### src/slps_map.vh
// Constants for the status lamp and network port select block.
// Assumes a 40 MHz system clock; all times are printed in ms.
`ifndef SLPS_MAP_VH
`define SLPS_MAP_VH

// Clock rate and times in their own unit
`define SLPS_CLK_HZ      40000000
`define SLPS_HALF_MS     500
`define SLPS_LINK_MS     50
`define SLPS_RESP_MS     1000
`define SLPS_FLICK_MS    30

// Register byte offsets (one 32-bit word each)
`define SLPS_REG_CTRL    4'h0
`define SLPS_REG_STAT    4'h4

// Control register fields and reset value
`define SLPS_CTRL_CFGOK  0
`define SLPS_CTRL_FAULT  1
`define SLPS_CTRL_RST    2'h0

// Status register fields
`define SLPS_ST_TPSEL    0
`define SLPS_ST_LINK     1
`define SLPS_ST_CFGMISS  2
`define SLPS_ST_HEALTH   3
`define SLPS_ST_LATE0    4
`define SLPS_ST_LATE1    5
`define SLPS_ST_IDLO     8
`define SLPS_ST_IDHI     11

// Serial port identity: input/output slot (value is arbitrary)
`define SLPS_IDENT_IO    4'h1

`endif

### src/slps_sync.v
// Three-stage input synchroniser with agreement filter.
// Assumes inputs are asynchronous to sys_clk.
`timescale 1ns/100ps
`default_nettype none
module slps_sync #(
   parameter WIDTH = 1                     // Number of bits
) (
   input  wire             sys_clk,        // System clock
   input  wire             arst_n,         // Async reset, active low
   input  wire [WIDTH-1:0] asyncIn,        // Raw pin levels
   output reg  [WIDTH-1:0] syncOut_r       // Filtered levels
);

   reg [WIDTH-1:0] stage1_r;               // Metastable stage
   reg [WIDTH-1:0] stage2_r;               // Second stage
   reg [WIDTH-1:0] stage3_r;               // Third stage

   ////////////////////////////////////////////////////////////////////////
   // Chain; output follows only when stages two and three agree
   always @(posedge sys_clk or negedge arst_n) begin
      if (!arst_n) begin
         stage1_r  <= {WIDTH{1'b0}};
         stage2_r  <= {WIDTH{1'b0}};
         stage3_r  <= {WIDTH{1'b0}};
         syncOut_r <= {WIDTH{1'b0}};
      end else begin
         stage1_r <= asyncIn;
         stage2_r <= stage1_r;
         stage3_r <= stage2_r;
         syncOut_r <= (stage2_r & stage3_r) |
                      (syncOut_r & (stage2_r | stage3_r));
      end
   end
endmodule
`default_nettype wire

### src/slps_stretch.v
// Lamp pulse stretcher: a trigger lights the lamp for LEN cycles.
// Assumes a same-clock trigger; retrigger only after LEN dark cycles,
// so steady activity shows as a flicker rather than a solid lamp.
`timescale 1ns/100ps
`default_nettype none
module slps_stretch #(
   parameter        CW  = 21,              // Counter width
   parameter [CW-1:0] LEN = 21'd1200000    // On time in cycles
) (
   input  wire sys_clk,                    // System clock
   input  wire arst_n,                     // Async reset, active low
   input  wire trig,                       // Activity trigger
   output reg  lamp_r                      // Lamp drive
);

   reg [CW-1:0] cnt_r;                     // Remaining on+off time

   ////////////////////////////////////////////////////////////////////////
   // On for LEN cycles, then dark for LEN cycles before retrigger
   always @(posedge sys_clk or negedge arst_n) begin
      if (!arst_n) begin
         cnt_r  <= {CW{1'b0}};
         lamp_r <= 1'b0;
      end else if (cnt_r == {CW{1'b0}}) begin
         if (trig) begin
            cnt_r  <= LEN;
            lamp_r <= 1'b1;
         end
      end else begin
         cnt_r <= cnt_r - {{(CW-1){1'b0}}, 1'b1};
         if (cnt_r == {{(CW-1){1'b0}}, 1'b1}) begin
            lamp_r <= 1'b0;                 // On phase ends; stays dark
            if (lamp_r)
               cnt_r <= LEN;                // Start dark gap
         end
      end
   end
endmodule
`default_nettype wire

### src/slps_top.v
// Status lamps and network port select of the communication module.
// Assumes an Avalon-MM master on sys_clk, PHY signals asynchronous,
// serial and stack events as one-cycle pulses on sys_clk.
//
// Local design decisions: the register offsets and register access over Avalon-MM.
`include "slps_map.vh"
`timescale 1ns/100ps
`default_nettype none

//
// Behaviour
// - Health lamp lights about one second after reset
// - Hardware fault blinks health lamp, two-second period
// - Missing parameters blink health lamp once per second
// - Twisted-pair selected: AUI lamp off, link lamp on
// - Link pulse selects twisted pair, else AUI
// - AUI selected: AUI lamp on, link lamp dark
// - Receive lamp flickers on selected port activity
// - Configured healthy device answers each echo request
// - Serial receive lamp pulses on command arrival
// - Serial response and transmit lamp within second
// - Serial ports identify as input/output slots
// - Parameters-missing bit set whenever unconfigured, after reset
module slps_top #(
   parameter        CW       = 26,                  // Counter width
   parameter [25:0] HALF_CYC =                      // Half-second count
      `SLPS_CLK_HZ / 1000 * `SLPS_HALF_MS,
   parameter [25:0] LINK_CYC =                      // Link pulse timeout
      `SLPS_CLK_HZ / 1000 * `SLPS_LINK_MS,
   parameter [25:0] RESP_CYC =                      // Serial answer limit
      `SLPS_CLK_HZ / 1000 * `SLPS_RESP_MS,
   parameter [25:0] FLICK_CYC =                     // Lamp flicker time
      `SLPS_CLK_HZ / 1000 * `SLPS_FLICK_MS
) (
   input  wire        sys_clk,                      // 40 MHz clock
   input  wire        arst_n,                       // Async reset, low
   input  wire [3:0]  avs_address,                  // Byte address
   input  wire        avs_read,                     // Read request
   input  wire        avs_write,                    // Write request
   input  wire [3:0]  avs_byteenable,               // Byte lanes
   input  wire [31:0] avs_writedata,                // Write data
   output reg  [31:0] avs_readdata,                 // Read data
   output reg         avs_waitrequest,              // Stall
   input  wire        linkPulse,                    // TP link pulse pin
   input  wire        tpRxActive,                   // TP receive pin
   input  wire        auiRxActive,                  // AUI receive pin
   input  wire        echoRequest,                  // Echo request seen
   input  wire [1:0]  serialCmd,                    // Command arrived
   input  wire [1:0]  serialRespSent,               // Response sent
   output reg         healthLamp,                   // Health lamp
   output reg         link_pulse_lamp,              // Link lamp
   output reg         auiLamp,                      // AUI lamp
   output reg         tpSelect,                     // 1 = twisted pair
   output wire        receive_activity_lamp,        // Ethernet rx lamp
   output wire [1:0]  serialRxLamp,                 // Serial rx lamps
   output wire [1:0]  transmit_activity_lamp,       // Serial tx lamps
   output reg         echoReply,                    // Send echo reply
   output reg         cfgMissing,                   // Parameters unset
   output reg  [3:0]  slotIdent                     // Port identity
);

   ////////////////////////////////////////////////////////////////////////
   // Declarations
   reg  [1:0]    ctrl_r;                  // Config-ok and fault bits
   reg  [1:0]    late_r;                  // Sticky late-answer flags
   reg  [CW-1:0] halfCnt_r;               // Half-second prescaler
   reg  [1:0]    phase_r;                 // Half-second phase count
   reg           powerDone_r;             // Power-up delay over
   reg  [CW-1:0] linkCnt_r;               // Link pulse timeout
   reg           linkPrev_r;              // Link pulse previous level
   reg  [CW-1:0] respCnt_r [0:1];         // Answer timers
   reg  [1:0]    respBusy_r;              // Answer pending
   wire [2:0]    pinSync;                 // Synchronised pins
   wire          linkNow;                 // Link pulse level
   wire          halfTick;                // Half-second tick
   wire          linkSeen;                // Link pulse present
   wire          rxSel;                   // Selected port activity
   wire          reqWrite;                // Write accepted this edge
   wire          cfgOk;                   // Parameters set
   wire          hwFault;                 // Diagnostic fault
   wire [31:0]   statWord;                // Status register image

   assign cfgOk   = ctrl_r[`SLPS_CTRL_CFGOK];
   assign hwFault = ctrl_r[`SLPS_CTRL_FAULT];

   ////////////////////////////////////////////////////////////////////////
   // Pin synchronisers
   slps_sync #(
      .WIDTH     (3)
   ) uPinSync (
      .sys_clk   (sys_clk),
      .arst_n    (arst_n),
      .asyncIn   ({auiRxActive, tpRxActive, linkPulse}),
      .syncOut_r (pinSync)
   );
   assign linkNow = pinSync[0];

   ////////////////////////////////////////////////////////////////////////
   // Free-running timebase shared by every blink pattern
   assign halfTick = (halfCnt_r == HALF_CYC - 26'd1);

   always @(posedge sys_clk or negedge arst_n) begin
      if (!arst_n) begin
         halfCnt_r   <= {CW{1'b0}};
         phase_r     <= 2'h0;
         powerDone_r <= 1'b0;
      end else begin
         if (halfTick) begin
            halfCnt_r <= {CW{1'b0}};
            phase_r   <= phase_r + 2'h1;
            // Two half-seconds after reset the lamp may light
            if (phase_r == 2'h1)
               powerDone_r <= 1'b1;
         end else begin
            halfCnt_r <= halfCnt_r + 26'd1;
         end
      end
   end

   ////////////////////////////////////////////////////////////////////////
   // Health lamp pattern, fault first
   always @(posedge sys_clk or negedge arst_n) begin
      if (!arst_n) begin
         healthLamp <= 1'b0;
      end else if (!powerDone_r) begin
         healthLamp <= 1'b0;
      end else if (hwFault) begin
         healthLamp <= phase_r[1];
      end else if (!cfgOk) begin
         healthLamp <= phase_r[0];
      end else begin
         healthLamp <= 1'b1;                 // Steady when healthy
      end
   end

   ////////////////////////////////////////////////////////////////////////
   // Link pulse presence: each rising edge restarts the timeout
   assign linkSeen = (linkCnt_r != {CW{1'b0}});

   always @(posedge sys_clk or negedge arst_n) begin
      if (!arst_n) begin
         linkCnt_r  <= {CW{1'b0}};
         linkPrev_r <= 1'b0;
      end else begin
         linkPrev_r <= linkNow;
         if (linkNow && !linkPrev_r)
            linkCnt_r <= LINK_CYC;
         else if (linkSeen)
            linkCnt_r <= linkCnt_r - 26'd1;
      end
   end

   ////////////////////////////////////////////////////////////////////////
   // Port select and port lamps
   always @(posedge sys_clk or negedge arst_n) begin
      if (!arst_n) begin
         tpSelect        <= 1'b0;
         link_pulse_lamp <= 1'b0;
         auiLamp         <= 1'b1;
      end else begin
         tpSelect        <= linkSeen;
         link_pulse_lamp <= linkSeen;
         auiLamp         <= ~linkSeen;
      end
   end

   ////////////////////////////////////////////////////////////////////////
   // Ethernet receive lamp follows only the selected port
   assign rxSel = tpSelect ? pinSync[1] : pinSync[2];

   slps_stretch #(
      .CW      (CW),
      .LEN     (FLICK_CYC)
   ) uRxLamp (
      .sys_clk (sys_clk),
      .arst_n  (arst_n),
      .trig    (rxSel),
      .lamp_r  (receive_activity_lamp)
   );

   ////////////////////////////////////////////////////////////////////////
   // Serial port lamps and answer timers, one set per port
   genvar gi;
   generate
      for (gi = 0; gi < 2; gi = gi + 1) begin : gPort
         slps_stretch #(
            .CW      (CW),
            .LEN     (FLICK_CYC)
         ) uSerRx (
            .sys_clk (sys_clk),
            .arst_n  (arst_n),
            .trig    (serialCmd[gi]),
            .lamp_r  (serialRxLamp[gi])
         );
         slps_stretch #(
            .CW      (CW),
            .LEN     (FLICK_CYC)
         ) uSerTx (
            .sys_clk (sys_clk),
            .arst_n  (arst_n),
            .trig    (serialRespSent[gi]),
            .lamp_r  (transmit_activity_lamp[gi])
         );

         // Command starts the timer; response stops it
         always @(posedge sys_clk or negedge arst_n) begin
            if (!arst_n) begin
               respCnt_r[gi]  <= {CW{1'b0}};
               respBusy_r[gi] <= 1'b0;
            end else if (serialRespSent[gi]) begin
               respBusy_r[gi] <= 1'b0;
            end else if (serialCmd[gi]) begin
               respCnt_r[gi]  <= RESP_CYC;
               respBusy_r[gi] <= 1'b1;
            end else if (respBusy_r[gi]) begin
               respCnt_r[gi] <= respCnt_r[gi] - 26'd1;
               if (respCnt_r[gi] == 26'd1)
                  respBusy_r[gi] <= 1'b0;
            end
         end
      end
   endgenerate

   ////////////////////////////////////////////////////////////////////////
   // Echo reply and configuration status toward the controller
   always @(posedge sys_clk or negedge arst_n) begin
      if (!arst_n) begin
         echoReply  <= 1'b0;
         cfgMissing <= 1'b1;
         slotIdent  <= 4'h0;
      end else begin
         echoReply  <= echoRequest & cfgOk & ~hwFault;
         cfgMissing <= ~cfgOk;
         slotIdent  <= `SLPS_IDENT_IO;
      end
   end

   ////////////////////////////////////////////////////////////////////////
   // Avalon-MM slave: one wait cycle per access
   assign reqWrite = avs_write & ~avs_waitrequest;

   assign statWord = {20'h00000, slotIdent, 2'h0, late_r, healthLamp,
                      cfgMissing, linkSeen, tpSelect};

   always @(posedge sys_clk or negedge arst_n) begin
      if (!arst_n) begin
         avs_waitrequest <= 1'b1;
         avs_readdata    <= 32'h00000000;
      end else if ((avs_read | avs_write) && avs_waitrequest) begin
         avs_waitrequest <= 1'b0;           // Answer next cycle
         if (avs_address == `SLPS_REG_CTRL)
            avs_readdata <= {30'h00000000, ctrl_r};
         else if (avs_address == `SLPS_REG_STAT)
            avs_readdata <= statWord;
         else
            avs_readdata <= 32'h00000000;   // Unmapped reads zero
      end else begin
         avs_waitrequest <= 1'b1;
      end
   end

   ////////////////////////////////////////////////////////////////////////
   // Control register; cleared by reset so parameters read as missing
   always @(posedge sys_clk or negedge arst_n) begin
      if (!arst_n) begin
         ctrl_r <= `SLPS_CTRL_RST;
      end else if (reqWrite && avs_byteenable[0] &&
                   avs_address == `SLPS_REG_CTRL) begin
         ctrl_r <= avs_writedata[1:0];
      end
   end

   ////////////////////////////////////////////////////////////////////////
   // Late-answer flags: timer expiry sets, write-one clears, set wins
   always @(posedge sys_clk or negedge arst_n) begin
      if (!arst_n) begin
         late_r <= 2'h0;
      end else begin
         if (reqWrite && avs_byteenable[0] &&
             avs_address == `SLPS_REG_STAT)
            late_r <= (late_r & ~avs_writedata[5:4]) | lateSet(0);
         else
            late_r <= late_r | lateSet(0);
      end
   end

   // Expiry of each answer timer this cycle
   function [1:0] lateSet;
      input dummy;
      integer k;
      begin
         for (k = 0; k < 2; k = k + 1)
            lateSet[k] = respBusy_r[k] && !serialRespSent[k] &&
                         (respCnt_r[k] == 26'd1);
      end
   endfunction

endmodule
`default_nettype wire

### config.mk
export PLATFORM = sky130hd
export DESIGN_NAME = slps_top
export DESIGN_NICKNAME = d
export VERILOG_FILES = /design/src/slps_sync.v /design/src/slps_stretch.v /design/src/slps_top.v
export VERILOG_INCLUDE_DIRS = /design/src
export SDC_FILE = /design/constraint.sdc
export NUM_CORES = 1
export LEC_CHECK = 0
export ABC_CLOCK_PERIOD_IN_PS = 4700
export BUFFER_PORTS_ARGS = -buffer_cell sky130_fd_sc_hd__buf_2
export CAP_MARGIN = 10
export CORE_MARGIN = 2
export CORE_UTILIZATION = 40
export DETAILED_ROUTE_END_ITERATION = 10
export GPL_ROUTABILITY_DRIVEN = 0
export SYNTH_ARGS = -nofsm -noshare
export SYNTH_HDL_FRONTEND = slang
export SYNTH_SLANG_ARGS = --single-unit
export TNS_END_PERCENT = 20
### constraint.sdc
create_clock -name sys_clk -period 4.7 [get_ports sys_clk]
set_input_delay 0 -clock sys_clk [delete_from_list [all_inputs] [get_ports sys_clk]]
set_output_delay 0 -clock sys_clk [all_outputs]
set_load 0.01 [all_outputs]
Yosys cells after proc, flatten, opt, wreduce, memory -nomap -nowiden
Index checks and enable logic that the tools add are counted.
{"block": "totals", "reg_bits": 300, "in_bits": 52, "out_inout_bits": 48, "elab_cells": 169}
{"block": "classes", "addsub": 10, "n_eq_ne": 15, "n_mux": 58, "n_bitwise": 18, "reduce_logical": 35}
{"operator": "26-bit two-way mux", "count": 27}
{"operator": "26-bit by 1-bit subtractor with 26-bit output (second input constant)", "count": 8}
{"operator": "26-bit by 1-bit equality test with 1-bit output (second input constant)", "count": 7}
{"operator": "26-bit logical NOT", "count": 5}
{"operator": "1-bit two-way mux", "count": 28}
{"operator": "26-bit by 1-bit adder with 26-bit output (second input constant)", "count": 1}
{"operator": "26-bit by 25-bit equality test with 1-bit output (second input constant)", "count": 1}
{"operator": "26-bit nonzero test", "count": 1}
{"operator": "9-bit two-way mux", "count": 2}
{"operator": "2-bit AND reduction", "count": 8}
{"operator": "2-bit nonzero test", "count": 8}
{"operator": "2-bit != test (second input constant)", "count": 5}
{"operator": "1-bit logical AND", "count": 9}
{"operator": "3-bit bitwise AND", "count": 2}
{"operator": "1-bit inverter", "count": 6}
{"operator": "3-bit bitwise OR", "count": 2}
{"operator": "4-bit by 3-bit equality test with 1-bit output (second input constant)", "count": 1}
{"operator": "4-bit logical NOT", "count": 1}
{"operator": "2-bit bitwise OR", "count": 2}
{"operator": "1-bit bitwise AND", "count": 3}
{"operator": "1-bit logical NOT", "count": 3}
{"operator": "2-bit by 1-bit adder with 2-bit output (second input constant)", "count": 1}
{"operator": "2-bit bitwise AND", "count": 1}
{"operator": "2-bit by 1-bit equality test with 1-bit output (second input constant)", "count": 1}
{"operator": "3 further kinds", "count": 3}

Longest topological paths before layout
Gate-level depths: netlist of the first run.
{"block": "logic_depth", "word_depth": 5, "depth_mapped": 9, "depth_no_buf": 7}

Hierarchy
From an unflattened synthesis of the first run, not the netlist that was laid out.
{"block": "hier_totals", "hier_cells": 1442, "area_unflattened_um2": 14148.6}
{"mod": "slps_stretch", "n_inst": 5, "cells_each": 155, "area_per_inst_um2": 1475.2, "seq_area_each_um2": 675.6}
{"mod": "slps_top", "n_inst": 1, "cells_each": 652, "area_per_inst_um2": 6438.7, "seq_area_each_um2": 3206.8}
{"mod": "slps_sync", "n_inst": 1, "cells_each": 15, "area_per_inst_um2": 334.1, "seq_area_each_um2": 300.3}

Worst setup path before layout of the first run
Ideal clock, no wire load.
{"block": "synth_timing", "kind": "reg2reg", "from": "register linkCnt_r[0]", "to": "register linkCnt_r[0]", "setup_time_ps": 132, "arrival_time_ps": 2169, "t_required_ps": 4568, "slack_ps": 2400, "path_stages_with_launch": 10, "n_path_buf": 2, "synth_period_minus_slack_ps": 2300, "cell_sequence": "dfrtp_1 > inv_1 > ha_1 > or3b_2 > or4_4 > nor3_4 > buf_6 > buf_6 > xnor2_1 > nor2_1"}
{"block": "synth_between", "elab_chain_len": 3, "elab_cells_between_ends": 5, "classes_between": "add/sub: 1; mux: 2; reduce/logical: 2"}
{"element": "from (decl)", "line": "slps_top.v:69", "text": "reg [CW-1:0] linkCnt_r;"}
{"element": "from (signal assigned)", "line": "slps_top.v:142", "text": "linkCnt_r <= {CW{1'b0}};"}
{"element": "from (signal assigned)", "line": "slps_top.v:149", "text": "linkCnt_r <= linkCnt_r - 26'd1;"}
{"element": "26-bit by 1-bit subtractor with 26-bit output", "line": "slps_top.v:149"}
{"element": "26-bit two-way mux", "line": "slps_top.v:148", "text": "else if (linkSeen)"}
{"element": "26-bit two-way mux", "line": "slps_top.v:146", "text": "if (linkNow && !linkPrev_r)"}
Parallel ways exist; a longest one is shown, timed or not. The select of a mux whose other input is x is not followed.
A chain may end at the register's enable or synchronous reset.

Worst setup path in the final report of the first run
{"block": "layout_timing", "from": "register linkCnt_r[0]", "to": "register avs_readdata[1]"}
{"block": "layout_between", "elab_chain_len": 3}
{"element": "26-bit nonzero test", "line": "slps_top.v:138", "text": "assign linkSeen = (linkCnt_r != {CW{1'b0}});"}
{"element": "9-bit two-way mux", "line": "slps_top.v:253", "text": "else if (avs_address == `SLPS_REG_STAT)"}
{"element": "9-bit two-way mux", "line": "slps_top.v:251", "text": "if (avs_address == `SLPS_REG_CTRL)"}
{"element": "to (signal assigned)", "line": "slps_top.v:252", "text": "avs_readdata <= {30'h00000000, ctrl_r};"}
{"element": "to (signal assigned)", "line": "slps_top.v:254", "text": "avs_readdata <= statWord;"}
{"element": "to (decl)", "line": "slps_top.v:42", "text": "output reg [31:0] avs_readdata,"}
Every way passes these cells.

==> summary.txt, run 1 <==
Dpl cells: 1,882
Mapped Cells: 1,437
Critical Path Max Stage Delay: 0.55 ns
Critical path fanouts, max: 7
Initial Utilization: 40.5%
Worst Path Arrival: 3.45 ns
Detail Route Antenna Nets: 0
Die height: 191 um
Met2 Usage GRT: 25.8%
Max cap viols: 0
Final worst path period need: 2.99 ns
Hold crit path type: input pin to asynchronous set/reset pin
Setup Skew: 0.0203 ns
CTS tree: built
Grt met1 use: 22.4%
Clk sinks: 275
Vias/cell: 5.38
CTS Buf Count: 31
Required time of the critical path: 5.16 ns
Flops & latches, synth: 275
Crit path launch: linkCnt_r[0]
P&R area growth vs syn: 12.4%
First-pass GRT wire length: 49,500 um
Root Driver: clkbuf_16
IO Port Bufs: 40
Post-layout nets: 1,553
Endpoints failing setup: 0
Most frequently used flop master after synthesis: dfrtp_1
Most crowded layer after global routing: met2
Pwr dens: 368 nW/um2
Layout cells sized above 1: 10.6%
Iter 0 DRT Violations: 594
Row count: 68
Chip width: 191 um
Synth area leader: dfrtp_1
Critical-path top delay cell: or3b_2
Hold WS: -0.0110 ns
Antenna cells: 0
Vias in the first global route: 10,231
Register Area: 6890 um2
Largest net degree at the start of global routing: 105
Wire per inst: 14.6 um
Failing checks: negative hold slack
FFs w/ async S/R, synth: 100%
Slew HR: 27.4%
Maximum vdd drop: 0.000300 V
Unique masters post-synth: 71
Tcrit/Tclk final: 63.6%
Synth top area share: 48.6%
Leakage power: 6.29 nW
Power Total: 5.79 mW
Ranking of synthesized cells by area: dfrtp_1, xnor2_1, nor2_1
Slew Viols, Final: 0
Clock slew at reported path FFs: 0.06 ns
Core area: 34,500 um2
CP Capture Type: flop
Final HPWL DP: 18,600 um
Worst Tran Pin Value: 1.08 ns
Register area share after synthesis: 49.2%
GR Layer Usage met3: 2.88%
# hold bufs at CTS: 24
Footprint of the multi-input gates: 6640 um2
Worst skew pair latency: 0.58 ns
Yosys warns: 0
Status: finished with violations
Setup TNS: 0 ns
Setup ws final: 1.71 ns
Worst reg2reg path startpoint: linkCnt_r[0]
Full die area: 36,500 um2
DRT Pass-1 Iters: 4
Fillers: 3,289
Worst setup SP type: flop
Fmax: 335 MHz
Gr ovfl total: 0
Drc violations: 0
Post-CTS Setup Inserts: 0
Via Count: 10,569
CTS H-tree depth: 1
Fin util: 45.6%
RSZ-0062 raised after global routing: false
Post-CTS sizing: 0
CTS max path bufs: 3
Post-Route WL: 28,600 um
Final hold vios: 2
Initial antenna violation count: 0
IO Pins: 100
Post-synth EDFFs: 0
GRT Resource Usage Total: 15.9%
Mean Syn Cell Area: 9.74 um2
Worst-path cell chain: inv_1 -> ha_1 -> or3b_2 -> nor3_1 -> nand3_1 -> nor2_1 -> o31ai_1 -> dlygate4sd3_1
Finished Layout Cells: 1,964
Pre-CTS setup slack: 1.79 ns
Setup Crit Path Kind: flop to flop
Netlist Area Pre-Place: 14,000 um2
-- cell usage after synthesis, types with 10 or more instances --
cell type and instances:
nand4_1 28, nor3_1 69, clkbuf_1 37, o31ai_1 26
nand2b_1 11, a21oi_1 60, nand3_1 55, dfrtp_1 272
buf_4 33, or2_2 10, o21ai_0 61, or4_1 37
or3_1 51, mux2_2 10, ha_1 17, xor2_1 40
xnor2_1 78, nor2b_1 11, nand2_1 95, mux2i_1 10
nor4_1 52, and3_1 20, inv_1 28, nor2_1 156
-- logic make-up (layout without fill, tap and decap cells) --
logic type | count (synthesis) | after routing | synth area share (%)
xor+xnor | 118 | 118 | 7.38
flops | 275 | 275 | 49.2
compound gates | 230 | 230 | 10.3
buf+inv | 112 | 157 | 4.12
fa+ha+maj | 20 | 20 | 1.73
mux | 20 | 20 | 1.52
other cells | 2 | 29 | 0.0536
simple gates | 660 | 660 | 25.7
-- worst max-delay path, delay by kind of cell (launching register included) --
| kind | cells | cell delay, ns |
|---|---|---|
| DFF | 1 | 0.38 |
| adders and majority gates | 1 | 0.21 |
| buffers and inverters | 2 | 0.64 |
| AOI/OAI and AO/OA | 1 | 0.07 |
| and+or+nand+nor | 4 | 1.57 |
-- flip-flops by register name, summed over array words and instances (netlist names), 2 cells and up --
signal,cells
gPort.uSerRx.cnt_r,52
gPort.uSerTx.cnt_r,52
respCnt_r,52
halfCnt_r,26
linkCnt_r,26
uRxLamp.cnt_r,26
avs_readdata,7
uPinSync.stage1_r,3
uPinSync.stage2_r,3
uPinSync.stage3_r,3
uPinSync.syncOut_r,3
ctrl_r,2
gPort.uSerRx.lamp_r,2
gPort.uSerTx.lamp_r,2
late_r,2
phase_r,2
respBusy_r,2
-- final cells by class --
cell class / instances / area share [%]
inverter: 28 / 0.668
sequential: 275 / 43.7
multi-input combinational: 1077 / 42.2
tap: 455 / 3.62
timing repair buffer: 71 / 3.28
clock inverter: 18 / 0.978
clock buffer: 40 / 5.53
-- stage by stage --
stage	instance area (um2)	hold slack, ns
2_1_floorplan	14100	-0.296
5_1_grt	15700	0.0563
3_3_place_gp	14500	0.0562
3_5_place_dp	14500	0.0469
4_1_cts	15700	0.0104
6_report	15700	-0.0110
-- final timing paths --
| check | end | slack (ns) | depth (start not counted) |
|---|---|---|---|
| setup reg to reg | avs_readdata[1] | 1.71 | 8 |
| hold / removal | halfCnt_r[4] | -0.01 | 2 |
| min in group sys_clk | avs_readdata[4] | 0.06 | 3 |
| setup / recovery | avs_readdata[1] | 1.71 | 8 |
| max in group asynchronous | gPort[0].uSerTx.cnt_r[23] | 3.60 | 3 |
| hold reg to reg | uPinSync.stage2_r[0] | 0.35 | 0 |
-- power by group --
group | internal [mW] | switching [mW] | leakage, nW
Combinational | 0.259 | 0.406 | 2.38
Clock | 1.41 | 0.993 | 0.517
Sequential | 2.53 | 0.184 | 3.40
-- placed cells by master (no fill, tap or decap), drive strengths merged, types with 5 or more instances in the layout --
master | netlist | final
a211oi | 8 | 8
a21o | 8 | 8
a21oi | 61 | 61
a22o | 6 | 6
a31oi | 9 | 9
and2 | 6 | 6
and3 | 20 | 20
buf | 47 | 47
clkbuf | 37 | 40
clkinv | 0 | 14
conb | 2 | 29
dfrtp | 272 | 272
dlygate4sd3 | 0 | 24
ha | 17 | 17
inv | 28 | 29
mux2 | 10 | 10
mux2i | 10 | 10
nand2 | 95 | 95
nand2b | 11 | 11
nand3 | 55 | 55
nand4 | 28 | 28
nand4b | 7 | 7
nor2 | 156 | 156
nor2b | 11 | 11
nor3 | 79 | 79
nor3b | 6 | 6
nor4 | 62 | 62
nor4b | 8 | 8
o211ai | 9 | 9
o21ai | 68 | 68
o311ai | 5 | 5
o31ai | 26 | 26
o41ai | 7 | 7
or2 | 12 | 12
or3 | 52 | 52
or4 | 39 | 39
xnor2 | 78 | 78
xor2 | 40 | 40
-- layer usage --
layer	vias to the layer above	share of wire, %
met3	32	3.9
li1	5240	-
met5	-	0
met4	0	1.5
met2	157	45
met1	5140	49
Note: power is estimated with default switching activity, not from simulation.
==> run 2, diff against run 1 <==
Settings changed: ABC_AREA set to 1, ABC_CLOCK_PERIOD_IN_PS 4700 to 3000.
Clock period 4.7 ns to 3 ns, I/O delays scaled along.
==> run 2 against run 1 <==
The flow now finishes without violations. Critical path depth unchanged. First-iteration DRC count rose by 16%. Final cell count rose by 36%. Synthesized cell count up 43%. Largest cell class is now multi-input gates. Highest routed layer unchanged.
==> summary.txt, run 2 <==
Min-Delay Path Depth: 6
Most frequent cells in the layout: nand2_1, nor2_1, dfrtp_1, inv_1, nand3_1
Post-layout nets: 2,205
IO Pins: 100
CTS Buf Count: 31
Net switching power: 2.57 mW
Synth area leader: dfrtp_1
Status: finished clean
DRT Pass-1 Iters: 5
Worst-path cell chain: inv_1 -> ha_1 -> nand2_2 -> nor2_4 -> nand2_1 -> nor2_1 -> o211ai_1 -> dlygate4sd3_1
Clock slew at reported path FFs: 0.06 ns
Slew Viols, Final: 0
Reg2Reg Setup Slack: 0.55 ns
Most frequently used flop master after synthesis: dfrtp_1
Synth cell count leaders: nand2_1, nor2_1, dfrtp_1
Wire per inst: 12.7 um
Worst skew pair latency: 0.58 ns
Full die area: 39,800 um2
Crit Reg-Reg Endpoint: avs_readdata[1]
Most frequent cell after synthesis: nand2_1
Die height: 200 um
Gr ovfl total: 0
Post-CTS sizing: 0
Netlist Area Pre-Place: 15,300 um2
Sequential Power Share: 44.6%
Setup Crit Path Kind: flop to flop
WP buf/inv: 2
Worst reg2reg path startpoint: linkCnt_r[0]
Pwr dens: 536 nW/um2
CP Capture Type: flop
Row count: 71
Vias/cell: 4.85
CTS max path bufs: 3
Detail Route Antenna Nets: 0
Final worst path period need: 2.45 ns
Required time of the critical path: 3.45 ns
Iter 0 DRT Violations: 690
First-pass GRT wire length: 58,700 um
# hold bufs at CTS: 25
Clk sinks: 275
CTS tree: built
Hold crit path type: input pin to flop
Worst Tran Pin Value: 0.891 ns
Comb power frac: 13.3%
Critical Path Max Stage Delay: 0.59 ns
Unique masters post-synth: 44
Worst setup SP type: flop
Initial Utilization: 40.6%
Mapped Cells: 2,048
Core area: 37,700 um2
Setup TNS: 0 ns
Leading cell type in the layout, fill and taps excluded: nand2_1
Ranking of synthesized cells by area: dfrtp_1, nand2_1, nor2_1
Chip width: 200 um
Reg2Reg Depth: 8
Leakage power: 8.40 nW
Switching share of power: 27.7%
Max cap viols: 0
CTS H-tree depth: 1
Clock group share of total power: 42.1%
Synth top area share: 44.5%
Via Count: 12,959
Yosys warns: 0
Fmax: 409 MHz
Endpoints failing setup: 0
Post-synth EDFFs: 0
Maximum vdd drop: 0.000508 V
Drc violations: 0
P&R area growth vs syn: 13.3%
Final hold vios: 0
IO Port Bufs: 40
Critical path fanouts, max: 6
Register area share after synthesis: 45.0%
Largest net degree at the start of global routing: 92
Final HPWL DP: 24,500 um
Top flop regs: gPort.uSerRx.cnt_r (52), gPort.uSerTx.cnt_r (52), respCnt_r (52)
FFs w/ async S/R, synth: 100%
Cell family with most CP delay: simple AND/OR/NAND/NOR gates
Slew HR: 40.2%
Antenna cells: 0
Hold wc startpoint: avs_byteenable[0]
Power Total: 9.29 mW
Mean Syn Cell Area: 7.47 um2
Root Driver: clkbuf_16
Flops & latches, synth: 275
Layout cells sized above 1: 6.94%
Post-Route WL: 33,800 um
Worst Path Arrival: 2.90 ns
Vias in the first global route: 12,718
Initial antenna violation count: 0
Pint: 6.71 mW
GRT Resource Usage Total: 17.6%
RSZ-0062 raised after global routing: false
Tcrit/Tclk final: 81.6%
Critical-path top delay cell: dlygate4sd3_1
Post-CTS Setup Inserts: 0
Setup Skew: 0.0120 ns
Hold Path End: late_r[1]
[run 2: final cells by class]
class / count / area [um2]
Sequential cell: 275 / 6890
Tap cell: 511 / 639
Clock buffer: 41 / 853
Timing Repair Buffer: 73 / 558
Multi-Input combinational cell: 1515 / 7300
Inverter: 240 / 901
Fill cell: 3778 / 20300
Clock inverter: 17 / 200
[run 2: cell families (layout without fill, tap and decap cells)]
kind of cell,after synthesis,in the layout,synth area share [%]
xor gates and xnor gates,88,88,5.04
adders and majority gates,20,20,1.59
DFF,275,275,45.0
buffers and inverters,285,371,7.98
and+or+nand+nor,1236,1236,35.2
other,2,29,0.0491
AOI/OAI and AO/OA,142,142,5.13
[run 2: how the worst max path moves through the flow]
stage / start / to / slack (ns) / cells past startpoint
floorplan: gPort[0].uSerRx.cnt_r[0] / gPort[0].uSerRx.cnt_r[6] / 1.23 / 12
detailed placement: gPort[0].uSerTx.cnt_r[0] / gPort[0].uSerTx.cnt_r[9] / 0.74 / 9
global route: linkCnt_r[0] / avs_readdata[1] / 0.32 / 8
CTS: linkCnt_r[0] / avs_readdata[1] / 0.56 / 8
finish: linkCnt_r[0] / avs_readdata[1] / 0.55 / 8
global placement: gPort[0].uSerTx.cnt_r[0] / gPort[0].uSerTx.cnt_r[4] / 0.80 / 10
[run 2: power groups by stage]
stage / registers, mW / logic [mW] / clock network [mW]
4_1_cts: 4.14 / 1.24 / 4.03
3_3_place_gp: 4.20 / 1.18 / 0
3_5_place_dp: 4.21 / 1.19 / 0
5_1_grt: 4.18 / 1.42 / 4.18
6_report: 4.15 / 1.23 / 3.91
2_1_floorplan: 4.16 / 0.901 / 0
[run 2: metal layers]
layer / wire length [um] / up-vias / global-route usage, %
li1: - / 6631 / -
met5: 0 / - / 0
met1: 15900 / 6091 / 23.4
met4: 575 / 0 / 4.39
met3: 1250 / 36 / 2.31
met2: 16100 / 201 / 30.3
[run 2: stage by stage]
stage,setup WS (ns),std cells,instance area [um2],utilization [%],hold WS [ns]
after floorplan,1.23,2075,15400,-,-0.296
after global placement,0.803,2589,16000,42.6,0.0881
after detailed placement,0.739,2589,16000,42.6,0.0934
after CTS,0.559,2672,17300,46.0,0.0329
after global routing,0.325,2672,17300,46.0,0.0465
final,0.552,2672,17300,46.0,0.0305
[run 2: tightest hold or removal path: stages]
cell and delay, ns:
buf_2 0.10, nand2_1 0.05, nor2_1 0.06, nand3_1 0.10, nand2_1 0.11, o21ai_0 0.14
==> run 3, diff against run 2 <==
Settings changed: ABC_AREA 1 to 0, ABC_CLOCK_PERIOD_IN_PS 3000 to 2000.
Clock period 3 ns to 2 ns, I/O delays scaled along.
==> run 3 against run 2 <==
The flow now finishes with violations (negative setup slack). Clock power increased by 55%. Flip-flop and latch count unchanged. Highest routed layer unchanged. Setup slack got worse by 0.70 ns. Non-clock buffer count is 280 higher. Critical endpoint is now linkCnt_r[12]. Largest power group unchanged.
==> summary.txt, run 3 (same netlist as run 1, synthesis figures left out) <==
Critical path fanouts, max: 5
Vias in the first global route: 11,884
Maximum vdd drop: 0.000634 V
CTS H-tree depth: 2
CTS max path bufs: 3
Worst reg2reg path startpoint: linkCnt_r[4]
Min-Delay Path Depth: 4
Max cap viols: 0
Met2 Usage GRT: 30.2%
IO Pins: 100
Wire per inst: 14.9 um
Antenna cells: 0
Final hold vios: 0
Layout cells sized above 1: 31.9%
Die height: 191 um
Status: finished with violations
Finished Layout Cells: 2,250
Via Count: 11,911
Setup Crit Path Kind: flop to flop
GR Layer Usage met3: 2.68%
P&R area growth vs syn: 35.8%
Full die area: 36,500 um2
RSZ-0062 raised after global routing: true
Setup ws final: -0.152 ns
Leakage power: 8.04 nW
CTS tree: built
Initial antenna violation count: 0
Comb power frac: 18.8%
Fin util: 55.0%
Chip width: 191 um
Largest net degree at the start of global routing: 74
Drc violations: 0
Worst Path Arrival: 2.57 ns
Most frequent cells in the layout: dfrtp_1, buf_4, nor2_1, nand2_1, xnor2_1
Worst setup SP type: flop
Pwr dens: 800 nW/um2
Final worst path period need: 2.15 ns
Fillers: 3,036
Iter 0 DRT Violations: 643
Most crowded layer after global routing: met2
Net switching power: 4.18 mW
Root Driver: clkbuf_16
Worst Tran Pin Value: 0.591 ns
Reg2Reg Depth: 5
Leading cell type in the layout, fill and taps excluded: dfrtp_1
Sequential Power Share: 41.3%
Hold crit path type: input pin to flop
Initial Utilization: 40.5%
Post-layout nets: 1,839
Clk sinks: 275
Gr ovfl total: 0
Hold Path End: avs_readdata[2]
Post-Route WL: 33,400 um
Dpl cells: 2,142
Power Total: 15.2 mW
CP Capture Type: flop
Tcrit/Tclk final: 108%
Slew HR: 60.6%
Hold WS: 0.0605 ns
Clock slew at reported path FFs: 0.06 ns
CTS Buf Count: 34
Grt met1 use: 25.3%
IO Port Bufs: 40
Reg2Reg Setup Slack: -0.15 ns
Core area: 34,500 um2
Top flop regs: gPort.uSerRx.cnt_r (52), gPort.uSerTx.cnt_r (52), respCnt_r (52)
First-pass GRT wire length: 56,000 um
Pre-CTS setup slack: -0.233 ns
Failing checks: negative setup slack
Slew Viols, Final: 0
Hold wc startpoint: avs_address[0]
Vias/cell: 5.29
GRT Resource Usage Total: 18.3%
Endpoints failing setup: 43
Crit Reg-Reg Endpoint: linkCnt_r[12]
Worst skew pair latency: 0.50 ns
Final HPWL DP: 22,100 um
Switching share of power: 27.5%
Clock group share of total power: 39.9%
Setup Skew: 0.0143 ns
Detail Route Antenna Nets: 0
Required time of the critical path: 2.42 ns
Pint: 11.0 mW
Fmax: 465 MHz
Row count: 68
DRT Pass-1 Iters: 5
[run 3: layer usage]
| layer | up-vias | share of wire [%] |
|---|---|---|
| li1 | 5825 | - |
| met1 | 5886 | 48 |
| met2 | 169 | 48 |
| met3 | 31 | 3.1 |
| met4 | 0 | 1.2 |
| met5 | - | 0 |
[run 3: worst max-delay path by stage]
stage / slack, ns / from / end / cells after the start
2_1_floorplan: -0.18 / linkCnt_r[0] / linkCnt_r[0] / 9
3_3_place_gp: -0.22 / respCnt_r[18] / respBusy_r[1] / 5
3_5_place_dp: -0.23 / respCnt_r[18] / respBusy_r[1] / 5
4_1_cts: -0.15 / linkCnt_r[0] / linkCnt_r[14] / 8
5_1_grt: -0.25 / linkCnt_r[0] / linkCnt_r[6] / 8
6_report: -0.15 / linkCnt_r[4] / linkCnt_r[12] / 5
[run 3: final cells by class]
class / count / area (um2) / share of cell area, %
well taps: 455 / 569 / 2.99
repair buffers: 353 / 2740 / 14.4
multi-input cells: 1078 / 7600 / 40.0
clock buffers: 48 / 943 / 4.96
flip-flops and latches: 275 / 6890 / 36.2
inverters: 28 / 105 / 0.553
clock inverters: 13 / 161 / 0.849
[run 3: worst max-delay path, cell delays in order (launching register included)]
cell and delay [ns]:
dfrtp_1 0.38, or3_4 0.42, or2_4 0.28, or4_1 0.51, or3_4 0.35, a21oi_2 0.15
[run 3: what timing repair did]
action | 4_1_cts | 5_1_grt
hold endpoints to repair | 276 | 0
setup buffers | 8 | 16
cloned | 2 | 1
pin swaps | 23 | 50
hold buffers | 21 | 0
setup endpoints to repair | 117 | 169
gates resized for setup | 72 | 118
[run 3: power by group through the flow]
stage	sequential [mW]	combinational, mW	clock (mW)
2_1_floorplan	6.37	1.27	0
4_1_cts	6.26	2.71	6.25
6_report	6.29	2.85	6.06
5_1_grt	6.33	3.14	6.52
3_5_place_dp	6.34	2.43	0
3_3_place_gp	6.32	2.37	0
[run 3: per-stage QoR]
stage | cell area, um2 | TNS [ns]
floorplan | 14300 | -7.31
global placement | 16600 | -5.56
detailed placement | 16600 | -7.63
CTS | 18400 | -3.03
global route | 19000 | -9.23
finish | 19000 | -3.13
